==> config.mk <==
export PLATFORM = sky130hd
export DESIGN_NAME = gbi2c_slave
export DESIGN_NICKNAME = d
export VERILOG_FILES = /design/src/common/gbi2c_pkg.sv /design/src/rtl/gbi2c_fifo.sv /design/src/rtl/gbi2c_slave.sv
export VERILOG_INCLUDE_DIRS = /design/src /design/src/common
export SDC_FILE = /design/constraint.sdc
export NUM_CORES = 1
export LEC_CHECK = 0
export BUFFER_PORTS_ARGS = -buffer_cell sky130_fd_sc_hd__buf_2
export CELL_PAD_IN_SITES_DETAIL_PLACEMENT = 1
export CELL_PAD_IN_SITES_GLOBAL_PLACEMENT = 1
export CORE_UTILIZATION = 25
export DETAILED_ROUTE_END_ITERATION = 6
export PLACE_DENSITY_LB_ADDON = 0.1
export SLEW_MARGIN = 20
export SYNTH_ARGS = -nofsm -noshare
export SYNTH_HDL_FRONTEND = slang
export SYNTH_SLANG_ARGS = --single-unit
==> constraint.sdc <==
create_clock -name i_clock -period 4.8 [get_ports i_clock]
set_clock_uncertainty 0.15 [all_clocks]
set_input_delay 0.96 -clock i_clock [delete_from_list [all_inputs] [get_ports i_clock]]
set_output_delay 0.96 -clock i_clock [all_outputs]
set_load 0.05 [all_outputs]
==> src/common/gbi2c_cfg.svh <==
`ifndef GBI2C_CFG_SVH
`define GBI2C_CFG_SVH
// ---------------------------------------------------------------
// register map and link constants
// ---------------------------------------------------------------
`define GBI2C_CTRL_ADDR      8'h00  // control register offset
`define GBI2C_FIRST_ENTRY    8'h01  // first gamma entry of a bank
`define GBI2C_LAST_ENTRY     8'h0E  // last gamma entry of a bank
`define GBI2C_ENTRIES        14     // entries per bank
`define GBI2C_CTRL_RESET     8'h00  // control byte after reset
`define GBI2C_WBANK_BIT      1      // write bank select position
`define GBI2C_RBANK_BIT      2      // read bank select position
`define GBI2C_INVALID_BYTE   8'hFF  // fill for reads past the bank
`define GBI2C_ADDR_UPPER     5'h1D  // fixed upper slave address bits
`define GBI2C_FIFO_DEPTH     16     // write data buffer depth
`endif

==> src/common/gbi2c_pkg.sv <==
`default_nettype none
package gbi2c_pkg;
  // ---------------------------------------------------------------
  // types
  // ---------------------------------------------------------------
  typedef enum logic [7:0] {
    GB_IDLE  = 8'h01,  // waiting for start
    GB_ADDR  = 8'h02,  // shifting slave address
    GB_AACK  = 8'h04,  // acknowledging address
    GB_WRX   = 8'h08,  // shifting a written byte
    GB_WACK  = 8'h10,  // acknowledging a written byte
    GB_RTX   = 8'h20,  // shifting a read byte out
    GB_RACK  = 8'h40,  // sampling master acknowledge
    GB_SKIP  = 8'h80   // not addressed or read nacked, wait for stop
  } gbi2c_state_e;

  typedef struct packed {
    logic       bank;   // target bank, 1 = bank b
    logic [3:0] index;  // entry index 0..13
    logic [7:0] data;   // byte to store
  } gbi2c_wr_s;

  typedef struct packed {
    logic read_bank;    // read bank select
    logic write_bank;   // write bank select
  } gbi2c_bank_s;
endpackage
`default_nettype wire

==> src/rtl/gbi2c_fifo.sv <==
`default_nettype none
// ---------------------------------------------------------------
// write buffer between link and bank memory
// ---------------------------------------------------------------
module gbi2c_fifo #(
  parameter int WIDTH = 17,
  parameter int DEPTH = 16
) (
  input  wire logic             i_clock,
  input  wire logic             i_rst,
  input  wire logic             i_in_valid,
  output logic                  o_in_ready,
  input  wire logic [WIDTH-1:0] i_in_data,
  output logic                  o_out_valid,
  input  wire logic             i_out_ready,
  output logic [WIDTH-1:0]      o_out_data
);
  localparam int AW = $clog2(DEPTH);

  logic [WIDTH-1:0] mem_q [DEPTH];  // storage
  logic [AW-1:0]    wp_q, wp_d;     // write pointer
  logic [AW-1:0]    rp_q, rp_d;     // read pointer
  logic [AW:0]      cnt_q, cnt_d;   // fill level
  logic             push, pop;      // accepted transfers

  assign o_in_ready  = (cnt_q != DEPTH[AW:0]);
  assign o_out_valid = (cnt_q != '0);
  assign o_out_data  = mem_q[rp_q];
  assign push        = i_in_valid & o_in_ready;
  assign pop         = o_out_valid & i_out_ready;

  // pointer and level update
  always_comb
  begin
    wp_d  = push ? wp_q + 1'b1 : wp_q;
    rp_d  = pop ? rp_q + 1'b1 : rp_q;
    cnt_d = cnt_q + {{AW{1'b0}}, push} - {{AW{1'b0}}, pop};
  end

  // registers
  always_ff @(posedge i_clock)
  begin
    if (i_rst)
    begin
      wp_q  <= '0;
      rp_q  <= '0;
      cnt_q <= '0;
    end
    else
    begin
      wp_q  <= wp_d;
      rp_q  <= rp_d;
      cnt_q <= cnt_d;
    end
    if (push)
      mem_q[wp_q] <= i_in_data;
  end
endmodule
`default_nettype wire

==> src/rtl/gbi2c_slave.sv <==
`include "gbi2c_cfg.svh"
`default_nettype none
module gbi2c_slave #(
  parameter int FIFO_DEPTH = `GBI2C_FIFO_DEPTH
) (
  input  wire logic                 i_clock,
  input  wire logic                 i_rst,
  input  wire logic                 i_scl,
  input  wire logic                 i_sda,
  output logic                      o_sda_out,
  output logic                      o_sda_oe,
  input  wire logic                 i_transfer_mode_select,
  input  wire logic                 i_address_select_high,
  input  wire logic                 i_address_select_low,
  output gbi2c_pkg::gbi2c_bank_s    o_bank,
  output logic [8*`GBI2C_ENTRIES-1:0] o_bank_a,
  output logic [8*`GBI2C_ENTRIES-1:0] o_bank_b
);
  import gbi2c_pkg::*;

  // ---------------------------------------------------------------
  // pin synchronisers
  // ---------------------------------------------------------------
  logic [1:0] scl_sync_q, sda_sync_q;  // two stages each
  logic       scl_q, sda_q;            // previous synced level
  logic       mode_m_q, mode_q;        // mode select synced
  logic [1:0] asel_m_q, asel_q;        // address select synced
  logic       scl_rise, scl_fall, start_det, stop_det;

  always_ff @(posedge i_clock)
  begin
    if (i_rst)
    begin
      scl_sync_q <= 2'h3;
      sda_sync_q <= 2'h3;
      scl_q      <= 1'b1;
      sda_q      <= 1'b1;
      mode_m_q   <= 1'b0;
      mode_q     <= 1'b0;
      asel_m_q   <= 2'h0;
      asel_q     <= 2'h0;
    end
    else
    begin
      scl_sync_q <= {scl_sync_q[0], i_scl};
      sda_sync_q <= {sda_sync_q[0], i_sda};
      scl_q      <= scl_sync_q[1];
      sda_q      <= sda_sync_q[1];
      mode_m_q   <= i_transfer_mode_select;
      mode_q     <= mode_m_q;
      asel_m_q   <= {i_address_select_high, i_address_select_low};
      asel_q     <= asel_m_q;
    end
  end

  assign scl_rise  = scl_sync_q[1] & ~scl_q;
  assign scl_fall  = ~scl_sync_q[1] & scl_q;
  assign start_det = scl_sync_q[1] & scl_q & sda_q & ~sda_sync_q[1];
  assign stop_det  = scl_sync_q[1] & scl_q & ~sda_q & sda_sync_q[1];

  // ---------------------------------------------------------------
  // helpers
  // ---------------------------------------------------------------
  // true when the pointer names a gamma entry
  function automatic logic entry_ok(input logic [7:0] a);
    entry_ok = (a >= `GBI2C_FIRST_ENTRY) && (a <= `GBI2C_LAST_ENTRY);
  endfunction

  // pointer to entry index
  function automatic logic [3:0] entry_idx(input logic [7:0] a);
    logic [7:0] t;
    t = a - `GBI2C_FIRST_ENTRY;
    entry_idx = t[3:0];
  endfunction

  // ---------------------------------------------------------------
  // protocol state
  // ---------------------------------------------------------------
  gbi2c_state_e st_q, st_d;       // link state
  logic [7:0]   sh_q, sh_d;       // shift register
  logic [3:0]   bit_q, bit_d;     // bit counter
  logic [7:0]   ptr_q, ptr_d;     // register pointer
  logic         first_q, first_d; // next written byte is first of frame
  logic         rw_q, rw_d;       // direction of current frame
  logic         oe_q, oe_d;       // drive sda low
  logic [7:0]   ctrl_q, ctrl_d;   // control register
  logic         wr_valid;         // byte to push into buffer
  gbi2c_wr_s    wr_word;          // buffered write
  logic         wr_ready;         // buffer has room
  logic [7:0]   rd_byte;          // byte presented on a read

  // read data: control, entry of read bank, or fill
  always_comb
  begin
    if (ptr_q == `GBI2C_CTRL_ADDR)
      rd_byte = ctrl_q;
    else if (entry_ok(ptr_q))
      rd_byte = ctrl_q[`GBI2C_RBANK_BIT] ? o_bank_b[entry_idx(ptr_q)*8 +: 8]
                                         : o_bank_a[entry_idx(ptr_q)*8 +: 8];
    else
      rd_byte = `GBI2C_INVALID_BYTE;
  end

  // next state of the link engine
  always_comb
  begin
    st_d     = st_q;
    sh_d     = sh_q;
    bit_d    = bit_q;
    ptr_d    = ptr_q;
    first_d  = first_q;
    rw_d     = rw_q;
    oe_d     = oe_q;
    ctrl_d   = ctrl_q;
    wr_valid = 1'b0;
    wr_word  = '0;
    if (stop_det)
    begin
      st_d = GB_IDLE;
      oe_d = 1'b0;
    end
    else if (start_det)
    begin
      // repeated start keeps the pointer for register reads
      st_d  = GB_ADDR;
      bit_d = 4'h0;
      oe_d  = 1'b0;
    end
    else
    begin
      case (st_q)
        GB_IDLE, GB_SKIP:
        begin
          oe_d = 1'b0;
        end
        GB_ADDR, GB_WRX:
        begin
          if (scl_rise)
          begin
            sh_d  = {sh_q[6:0], sda_q};
            bit_d = bit_q + 4'h1;
          end
          if (scl_fall && bit_q == 4'h8)
          begin
            bit_d = 4'h0;
            if (st_q == GB_ADDR)
            begin
              if (sh_q[7:1] == {`GBI2C_ADDR_UPPER, asel_q})
              begin
                st_d    = GB_AACK;
                oe_d    = 1'b1;
                rw_d    = sh_q[0];
                first_d = ~sh_q[0];
                if (sh_q[0] && mode_q)
                  ptr_d = `GBI2C_FIRST_ENTRY;
              end
              else
                st_d = GB_SKIP;
            end
            else
            begin
              st_d    = GB_WACK;
              oe_d    = 1'b1;
              first_d = 1'b0;
              if (first_q && (!mode_q || sh_q == `GBI2C_CTRL_ADDR) && !(mode_q))
                ptr_d = sh_q;
              else if (first_q && mode_q)
              begin
                // standard mode: first byte is the control byte
                ctrl_d = sh_q;
                ptr_d  = `GBI2C_FIRST_ENTRY;
              end
              else if (ptr_q == `GBI2C_CTRL_ADDR)
              begin
                ctrl_d = sh_q;
                ptr_d  = `GBI2C_FIRST_ENTRY;
              end
              else
              begin
                if (entry_ok(ptr_q) && wr_ready)
                begin
                  wr_valid      = 1'b1;
                  wr_word.bank  = ctrl_q[`GBI2C_WBANK_BIT];
                  wr_word.index = entry_idx(ptr_q);
                  wr_word.data  = sh_q;
                end
                if (ptr_q != 8'hFF)
                  ptr_d = ptr_q + 8'h01;
              end
            end
          end
        end
        GB_AACK, GB_WACK:
        begin
          if (scl_fall)
          begin
            if (st_q == GB_AACK && rw_q)
            begin
              st_d  = GB_RTX;
              sh_d  = rd_byte;
              oe_d  = ~rd_byte[7];
              bit_d = 4'h1;
            end
            else
            begin
              st_d = GB_WRX;
              oe_d = 1'b0;
            end
          end
        end
        GB_RTX:
        begin
          if (scl_fall)
          begin
            if (bit_q == 4'h8)
            begin
              st_d  = GB_RACK;
              oe_d  = 1'b0;
              bit_d = 4'h0;
              if (ptr_q != 8'hFF)
                ptr_d = ptr_q + 8'h01;
            end
            else
            begin
              oe_d  = ~sh_q[6];
              sh_d  = {sh_q[6:0], 1'b0};
              bit_d = bit_q + 4'h1;
            end
          end
        end
        GB_RACK:
        begin
          if (scl_rise)
            st_d = sda_q ? GB_SKIP : GB_RACK;
          if (scl_fall)
          begin
            st_d  = GB_RTX;
            sh_d  = rd_byte;
            oe_d  = ~rd_byte[7];
            bit_d = 4'h1;
          end
        end
        default:
        begin
          st_d = GB_IDLE;
          oe_d = 1'b0;
        end
      endcase
    end
  end

  // link registers
  always_ff @(posedge i_clock)
  begin
    if (i_rst)
    begin
      st_q    <= GB_IDLE;
      sh_q    <= 8'h00;
      bit_q   <= 4'h0;
      ptr_q   <= `GBI2C_FIRST_ENTRY;
      first_q <= 1'b0;
      rw_q    <= 1'b0;
      oe_q    <= 1'b0;
      ctrl_q  <= `GBI2C_CTRL_RESET;
    end
    else
    begin
      st_q    <= st_d;
      sh_q    <= sh_d;
      bit_q   <= bit_d;
      ptr_q   <= ptr_d;
      first_q <= first_d;
      rw_q    <= rw_d;
      oe_q    <= oe_d;
      ctrl_q  <= ctrl_d;
    end
  end

  assign o_sda_out         = 1'b0;
  assign o_sda_oe          = oe_q;
  assign o_bank.read_bank  = ctrl_q[`GBI2C_RBANK_BIT];
  assign o_bank.write_bank = ctrl_q[`GBI2C_WBANK_BIT];

  // ---------------------------------------------------------------
  // write buffer and bank storage
  // ---------------------------------------------------------------
  logic      bf_valid;  // buffered write waiting
  gbi2c_wr_s bf_word;   // buffered write
  logic [8*`GBI2C_ENTRIES-1:0] bank_a_q, bank_a_d, bank_b_q, bank_b_d;

  gbi2c_fifo #(
    .WIDTH ($bits(gbi2c_wr_s)),
    .DEPTH (FIFO_DEPTH)
  ) u_fifo (
    .i_clock     (i_clock),
    .i_rst       (i_rst),
    .i_in_valid  (wr_valid),
    .o_in_ready  (wr_ready),
    .i_in_data   (wr_word),
    .o_out_valid (bf_valid),
    .i_out_ready (1'b1),
    .o_out_data  (bf_word)
  );

  // drain one buffered write per cycle into the selected bank
  always_comb
  begin
    bank_a_d = bank_a_q;
    bank_b_d = bank_b_q;
    if (bf_valid)
    begin
      if (bf_word.bank)
        bank_b_d[bf_word.index*8 +: 8] = bf_word.data;
      else
        bank_a_d[bf_word.index*8 +: 8] = bf_word.data;
    end
  end

  // bank registers
  always_ff @(posedge i_clock)
  begin
    if (i_rst)
    begin
      bank_a_q <= '0;
      bank_b_q <= '0;
    end
    else
    begin
      bank_a_q <= bank_a_d;
      bank_b_q <= bank_b_d;
    end
  end

  assign o_bank_a = bank_a_q;
  assign o_bank_b = bank_b_q;
endmodule
`default_nettype wire

Word-level counts from Yosys, hierarchy flattened

Memory sizes are Yosys's and may differ from the RTL's. A register that Yosys moved wholly into a read port is not among the register bits.
Cells that the tools add are included.

Memory bits (writable): 208
Memories kept: 1
Register bits after elaboration: 288
Output and inout port bits: 228
Input port bits: 7

Eq/ne operators: 33
Bitwise logic cells: 21
Order comparisons: 2
Reduce and logical (&&, ||, !) cells: 33
Add/sub/neg operators: 8
Multiplexer cells: 79
Shift operators: 4

Memory list:

| name         | words | bits a word | rd ports | clocked after memory_dff | write ports | line             | text |
|---|---|---|---|---|---|---|---|
| u_fifo.mem_q | 16    | 13          | 1        | 1                        | 1           | gbi2c_fifo.sv:20 | `logic [WIDTH-1:0] mem_q [DEPTH];` |

Operators with widths:

| cell                                                    | count |
|---|---|
| 2-to-1 mux 8 bit                                        | 30 |
| bitwise mux 112 bit                                     | 2 |
| variable part select 112 x 8 -> 8 bit                   | 2 |
| 2-to-1 mux 13 bit                                       | 9 |
| variable shift 8 x 34 -> 112 bit (first input constant) | 1 |
| variable part select 8 x 34 -> 112 bit                  | 1 |
| 2-to-1 mux 4 bit                                        | 10 |
| one-hot mux 8 bit (5 select lines)                      | 1 |
| negator 7 -> 34 bit                                     | 1 |
| one-hot mux 8 bit (4 select lines)                      | 1 |
| != test 3 bit (second input constant)                   | 9 |
| 2-to-1 mux 1 bit                                        | 21 |
| != test 2 bit (second input constant)                   | 9 |
| AND reduction 6 bit                                     | 3 |
| zero test 8 bit                                         | 2 |
| one-hot mux 4 bit (4 select lines)                      | 1 |
| one-hot mux 8 bit (2 select lines)                      | 1 |
| AND reduction 7 bit                                     | 2 |
| NOT 1 bit                                               | 13 |
| adder 4 x 1 -> 4 bit (second input constant)            | 3 |
| AND reduction 5 bit                                     | 2 |
| nonzero test 5 bit                                      | 2 |
| AND reduction 9 bit                                     | 1 |
| adder 8 x 1 -> 8 bit (second input constant)            | 1 |
| other kinds (32)                                        | 52 |

Longest topological paths before layout

Word-level depth: 15
Gate-level depth with buffers: 17

Modules after synthesis

Synthesis repeated with hierarchy kept, for this count alone.

Cells, all modules: 1862
Area total of the unflattened synthesis: 22136.2 um2

Modules (own cells, without submodules):

| module      | instances | seq. area each (um2) | area each (um2) | cells an instance |
|---|---|---|---|---|
| gbi2c_slave | 1         | 5505.3               | 13327.8         | 1433 |
| gbi2c_fifo  | 1         | 6586.3               | 8808.4          | 429 |

Worst setup path after synthesis

OpenSTA, ideal clock, no wires.

Path kind: register to register
Start point: register ptr_q[0]
End point: memory u_fifo.mem_q[0][0] in the netlist's numbering (enable)
Period minus slack after synthesis: 4.775 ns
Stages on the path, launching flop included: 13
Data required time: 4.250 ns
Path slack: 0.025 ns
Arrival: 4.225 ns
Cells stage by stage: dfxtp_1 clkbuf_1 buf_1 clkbuf_1 buf_1 inv_1 ha_1 nor3b_1 a21oi_1 nand3_1 nor2_1 nand2_1 nor3_1

Cells in the longest elaborated chain, start to end: 15

RTL lines:

| element                                                                                                         | line               | text |
|---|---|---|
| from (decl)                                                                                                     | gbi2c_slave.sv:82  | `logic [7:0] ptr_q, ptr_d;` |
| from (signal assigned)                                                                                          | gbi2c_slave.sv:260 | `` ptr_q <= `GBI2C_FIRST_ENTRY; `` |
| from (signal assigned)                                                                                          | gbi2c_slave.sv:271 | `ptr_q <= ptr_d;` |
| >= comparator 8 x 1 -> 1 bit (no source line) / less-or-equal comparator 8 x 4 -> 1 bit (equally long branches) | n/a                |  |
| logical AND 1 bit                                                                                               | gbi2c_slave.sv:66  | `` entry_ok = (a >= `GBI2C_FIRST_ENTRY) && (a <= `GBI2C_LAST_ENTRY); `` |
| logical AND 1 bit                                                                                               | gbi2c_slave.sv:180 | `if (entry_ok(ptr_q) && wr_ready)` |
| 2-to-1 mux 1 bit                                                                                                | gbi2c_slave.sv:180 |  |
| 2-to-1 mux 1 bit *                                                                                              | gbi2c_slave.sv:173 | `` else if (ptr_q == `GBI2C_CTRL_ADDR) `` |
| 2-to-1 mux 1 bit *                                                                                              | gbi2c_slave.sv:167 | `else if (first_q && mode_q)` |
| 2-to-1 mux 1 bit *                                                                                              | gbi2c_slave.sv:165 | `` if (first_q && (!mode_q \|\| sh_q == `GBI2C_CTRL_ADDR) && !(mode_q)) `` |
| 2-to-1 mux 1 bit *                                                                                              | gbi2c_slave.sv:146 | `if (st_q == GB_ADDR)` |
| 2-to-1 mux 1 bit *                                                                                              | gbi2c_slave.sv:143 | `if (scl_fall && bit_q == 4'h8)` |
| 2-to-1 mux 1 bit *                                                                                              | gbi2c_slave.sv:131 | `case (st_q)` |
| 2-to-1 mux 1 bit *                                                                                              | gbi2c_slave.sv:122 | `else if (start_det)` |
| 2-to-1 mux 1 bit *                                                                                              | gbi2c_slave.sv:117 | `if (stop_det)` |
| bitwise AND 1 bit *                                                                                             | gbi2c_fifo.sv:29   | `assign push = i_in_valid & o_in_ready;` |
| net u_fifo.push                                                                                                 | gbi2c_fifo.sv:24   | `logic push, pop;` |
| 2-to-1 mux 1 bit *                                                                                              | gbi2c_fifo.sv:55   | `if (push)` |
| 2-to-1 mux 1 bit (implied by the code) *                                                                        | gbi2c_fifo.sv:56   | `mem_q[wp_q] <= i_in_data;` |
| to (decl)                                                                                                       | gbi2c_fifo.sv:20   |  |

Mark *: on every way through the listed nets, which the timed path passes. The rest lies on a longest branch.

==> results.yml <==
timing:
  hold_viol: 0
  setup_tns_ns: 0
  period_minus_slack_ns: 4.12
  rsz0062_at_grt: "false"
  worst_pin_slew_ns: 1.11
  slew_headroom: 0.255
  slew_violations: 0
  finalCritPeriodShare: 0.859
  fmax_mhz: 243
  final-setup-viol-count: 0
synth:
  dominantRegCellSynth: "dfxtp_1"
  synth-seq-area-share: 0.528
  synth.largest_area_cell: "edfxtp_1"
  syn_area_um2: 22900
  synthArstFlopShare: 0
  yosysWarningCount: 0
  synth-seq-cells: 500
  syn_nets: 1830
  synth_edf_count: 208
  yosys-top-cells-area: "edfxtp_1, dfxtp_1, mux4_2"
  yosysUniqueCellTypes: 76
  synth_top_area_share: 0.273
  syn_inst: 1799
  post_synth.cell_area_avg_um2: 12.7
setup_path:
  endpoint_kind: "flop"
  critPathKind: "flop to flop"
  critical_path_arrival_ns: 4.50
  critPathMaxFanout: 13
  cp-start-kind: "flop"
  cp.required_ns: 5.18
clock_tree:
  numCtsBuffers: 59
  cts_tree: "built"
  ctsHoldBuffers: 0
  htreeDepth: 2
  post_cts_buffers: 0
  ctsResizeCount: 0
  clock_latency_ns: 0.65
  cts_buffer_depth: 3
  clk_pin_slew_ns: 0.06
  cts_sinks: 500
  root_buffer: "clkbuf_16"
drt:
  wire_per_inst_um: 26.5
  drt.antenna.violating_nets: 0
  first_pass_iters: 5
  via_per_inst: 4.93
  drc: 0
  drt-total-wl_um: 86500
  drt_iter0_markers: 803
  dr_total_vias: 16067
pwr:
  totalPowerFinal_w: 0.0108
  ir_worst_vdd_uv: 286
  power_density_nw_per_um2: 390
  leakagePower_nw: 10.7
floorplan:
  dieArea_um2: 92700
  core_area_um2: 90300
  num_rows: 110
  die_height_um: 305
  die_w_um: 305
  initial_core_util: 0.253
  io_pins: 235
final_layout:
  final_cell_count_no_fill: 3262
  final_cell_area_um2: 27600
  area_growth_pct: 20.6
  final_layout_size_suffix_gt1_frac: 0.282
  fillers: 9783
  antenna-diode-count: 0
  finalNetCount: 2068
global_route:
  grt_pass1_wl_um: 125000
  grt_max_degree: 128
  antenna_found_initial: 4
  grt_pass1_vias: 16825
  grt.overflow.total: 0
  grtUsageTotal: 0.184
place:
  dp_cells: 3151
  dp_hpwl_um: 61200
  io_buffers: 233
  dpl-instance-area_um2: 25600
  gp_congestion: 0.779
job:
  max_cap_viol_count: 0
min_path:
  hold_path_class: "flop to flop"
  hp-start: "sda_sync_q[0]"
status:
  status: "complete, no violations"
logic make-up after synthesis:
kind of cell,Yosys count,synth area share
simple gates,566,0.144
flops,500,0.528
mux,343,0.220
compound gates,184,0.0575
buf+inv,162,0.0295
fa+ha+maj,24,0.0135
xor+xnor,19,0.00760
other cells,1,0.000164
cell usage after synthesis, types with 3 or more instances:
library cell  count
dfxtp_1         292
edfxtp_1        208
nand2b_1        196
mux2i_1         194
mux4_2          125
clkbuf_1         98
nor2_1           74
nand2_1          68
a21oi_1          52
nand3_1          48
nand4_1          34
nor2b_1          33
o31ai_1          33
inv_1            30
mux2_2           24
ha_1             23
nor3_1           22
and3_1           21
o21ai_0          21
buf_2            14
xor2_1           11
buf_1            10
nor4_1           10
nand4b_1          9
and2_1            8
or2_2             8
a211oi_1          7
a21o_1            7
a221oi_1          7
buf_4             7
nor4_4            7
o311a_1           7
xnor2_1           7
a31oi_1           6
nor3b_1           6
or3_1             5
a22oi_1           4
o41ai_1           4
a2bb2oi_1         3
buf_6             3
o211a_1           3
o2bb2ai_1         3
or4b_2            3
flip-flops by register name, summed over array words and instances, names as in the netlist, 2 cells and up, named ones only:
signal	flops
scl_sync_q	2
u_fifo.wp_q	4
asel_m_q	2
u_fifo.cnt_q	5
o_bank_b	112
asel_q	2
sda_sync_q	2
bit_q	4
u_fifo.mem_q	208
sh_q	8
ptr_q	8
u_fifo.rp_q	4
o_bank_a	112
st_q	8
ctrl_q	8
layout make-up:
cell class,count,area [um2],area share
Clock inverter,30,335,0.0122
Clock buffer,80,1630,0.0590
Inverter,30,113,0.00408
Sequential cell,500,12100,0.439
Tap cell,1176,1470,0.0533
Multi-Input combinational cell,1137,10200,0.369
Timing Repair Buffer,309,1770,0.0640
report_power, final:
| part | switching (W) | internal, W |
|---|---|---|
| Clock | 0.00192 | 0.00266 |
| Sequential | 0.0000894 | 0.00445 |
| Combinational | 0.00117 | 0.000485 |
worst max-delay path, cell delays in order (launching register included):
cell and delay, ns:
dfxtp_1 0.85, mux4_2 0.35, mux2_2 0.18, o221ai_4 0.12, and3_1 0.21, ha_1 0.23
nor2_1 0.14, and2_0 0.25, nor2b_1 0.58, nand3_1 0.52, mux2_2 0.42
worst paths after layout:
check | end | cells past startpoint | slack, ns
min reg2reg | sda_sync_q[1] | 1 | 0.26
max | o_bank_b[110] | 10 | 0.68
min | sda_sync_q[1] | 1 | 0.26
max reg2reg | o_bank_b[110] | 10 | 0.68
through the flow:
step | util | hold slack [ns] | setup slack (ns)
2_1_floorplan | - | 0.239 | 0.0252
3_3_place_gp | 0.284 | 0.254 | 0.696
3_5_place_dp | 0.284 | 0.250 | 0.633
4_1_cts | 0.305 | 0.265 | 0.633
5_1_grt | 0.306 | 0.272 | 0.404
6_report | 0.306 | 0.259 | 0.679
cell usage in the layout (no fill, tap or decap), types with 9 or more instances in the layout:
| master | n |
|---|---|
| mux4_2 | 125 |
| dfxtp_1 | 288 |
| o31ai_1 | 33 |
| mux2i_1 | 194 |
| inv_1 | 30 |
| clkbuf_16 | 61 |
| nand3_1 | 48 |
| nand4b_1 | 9 |
| edfxtp_1 | 208 |
| o21ai_0 | 21 |
| nor3_1 | 18 |
| xor2_1 | 10 |
| nor2b_1 | 33 |
| nand2b_1 | 196 |
| buf_4 | 75 |
| and3_1 | 21 |
| mux2_2 | 24 |
| nor2_1 | 73 |
| buf_2 | 232 |
| ha_1 | 23 |
| clkinv_2 | 12 |
| nor4_1 | 10 |
| nand2_1 | 68 |
| a21oi_1 | 52 |
| nand4_1 | 34 |
| clkbuf_1 | 16 |
layer usage:
layer	up-vias	GRT usage	part of all wire	routed length, um
met5	-	0	0	0
met4	0	0.0376	0.016	1370
met3	69	0.0259	0.038	3320
met2	328	0.298	0.47	40600
met1	8452	0.262	0.48	41200
li1	7218	-	-	-
No activity file was read; power rests on OpenSTA's default activity.
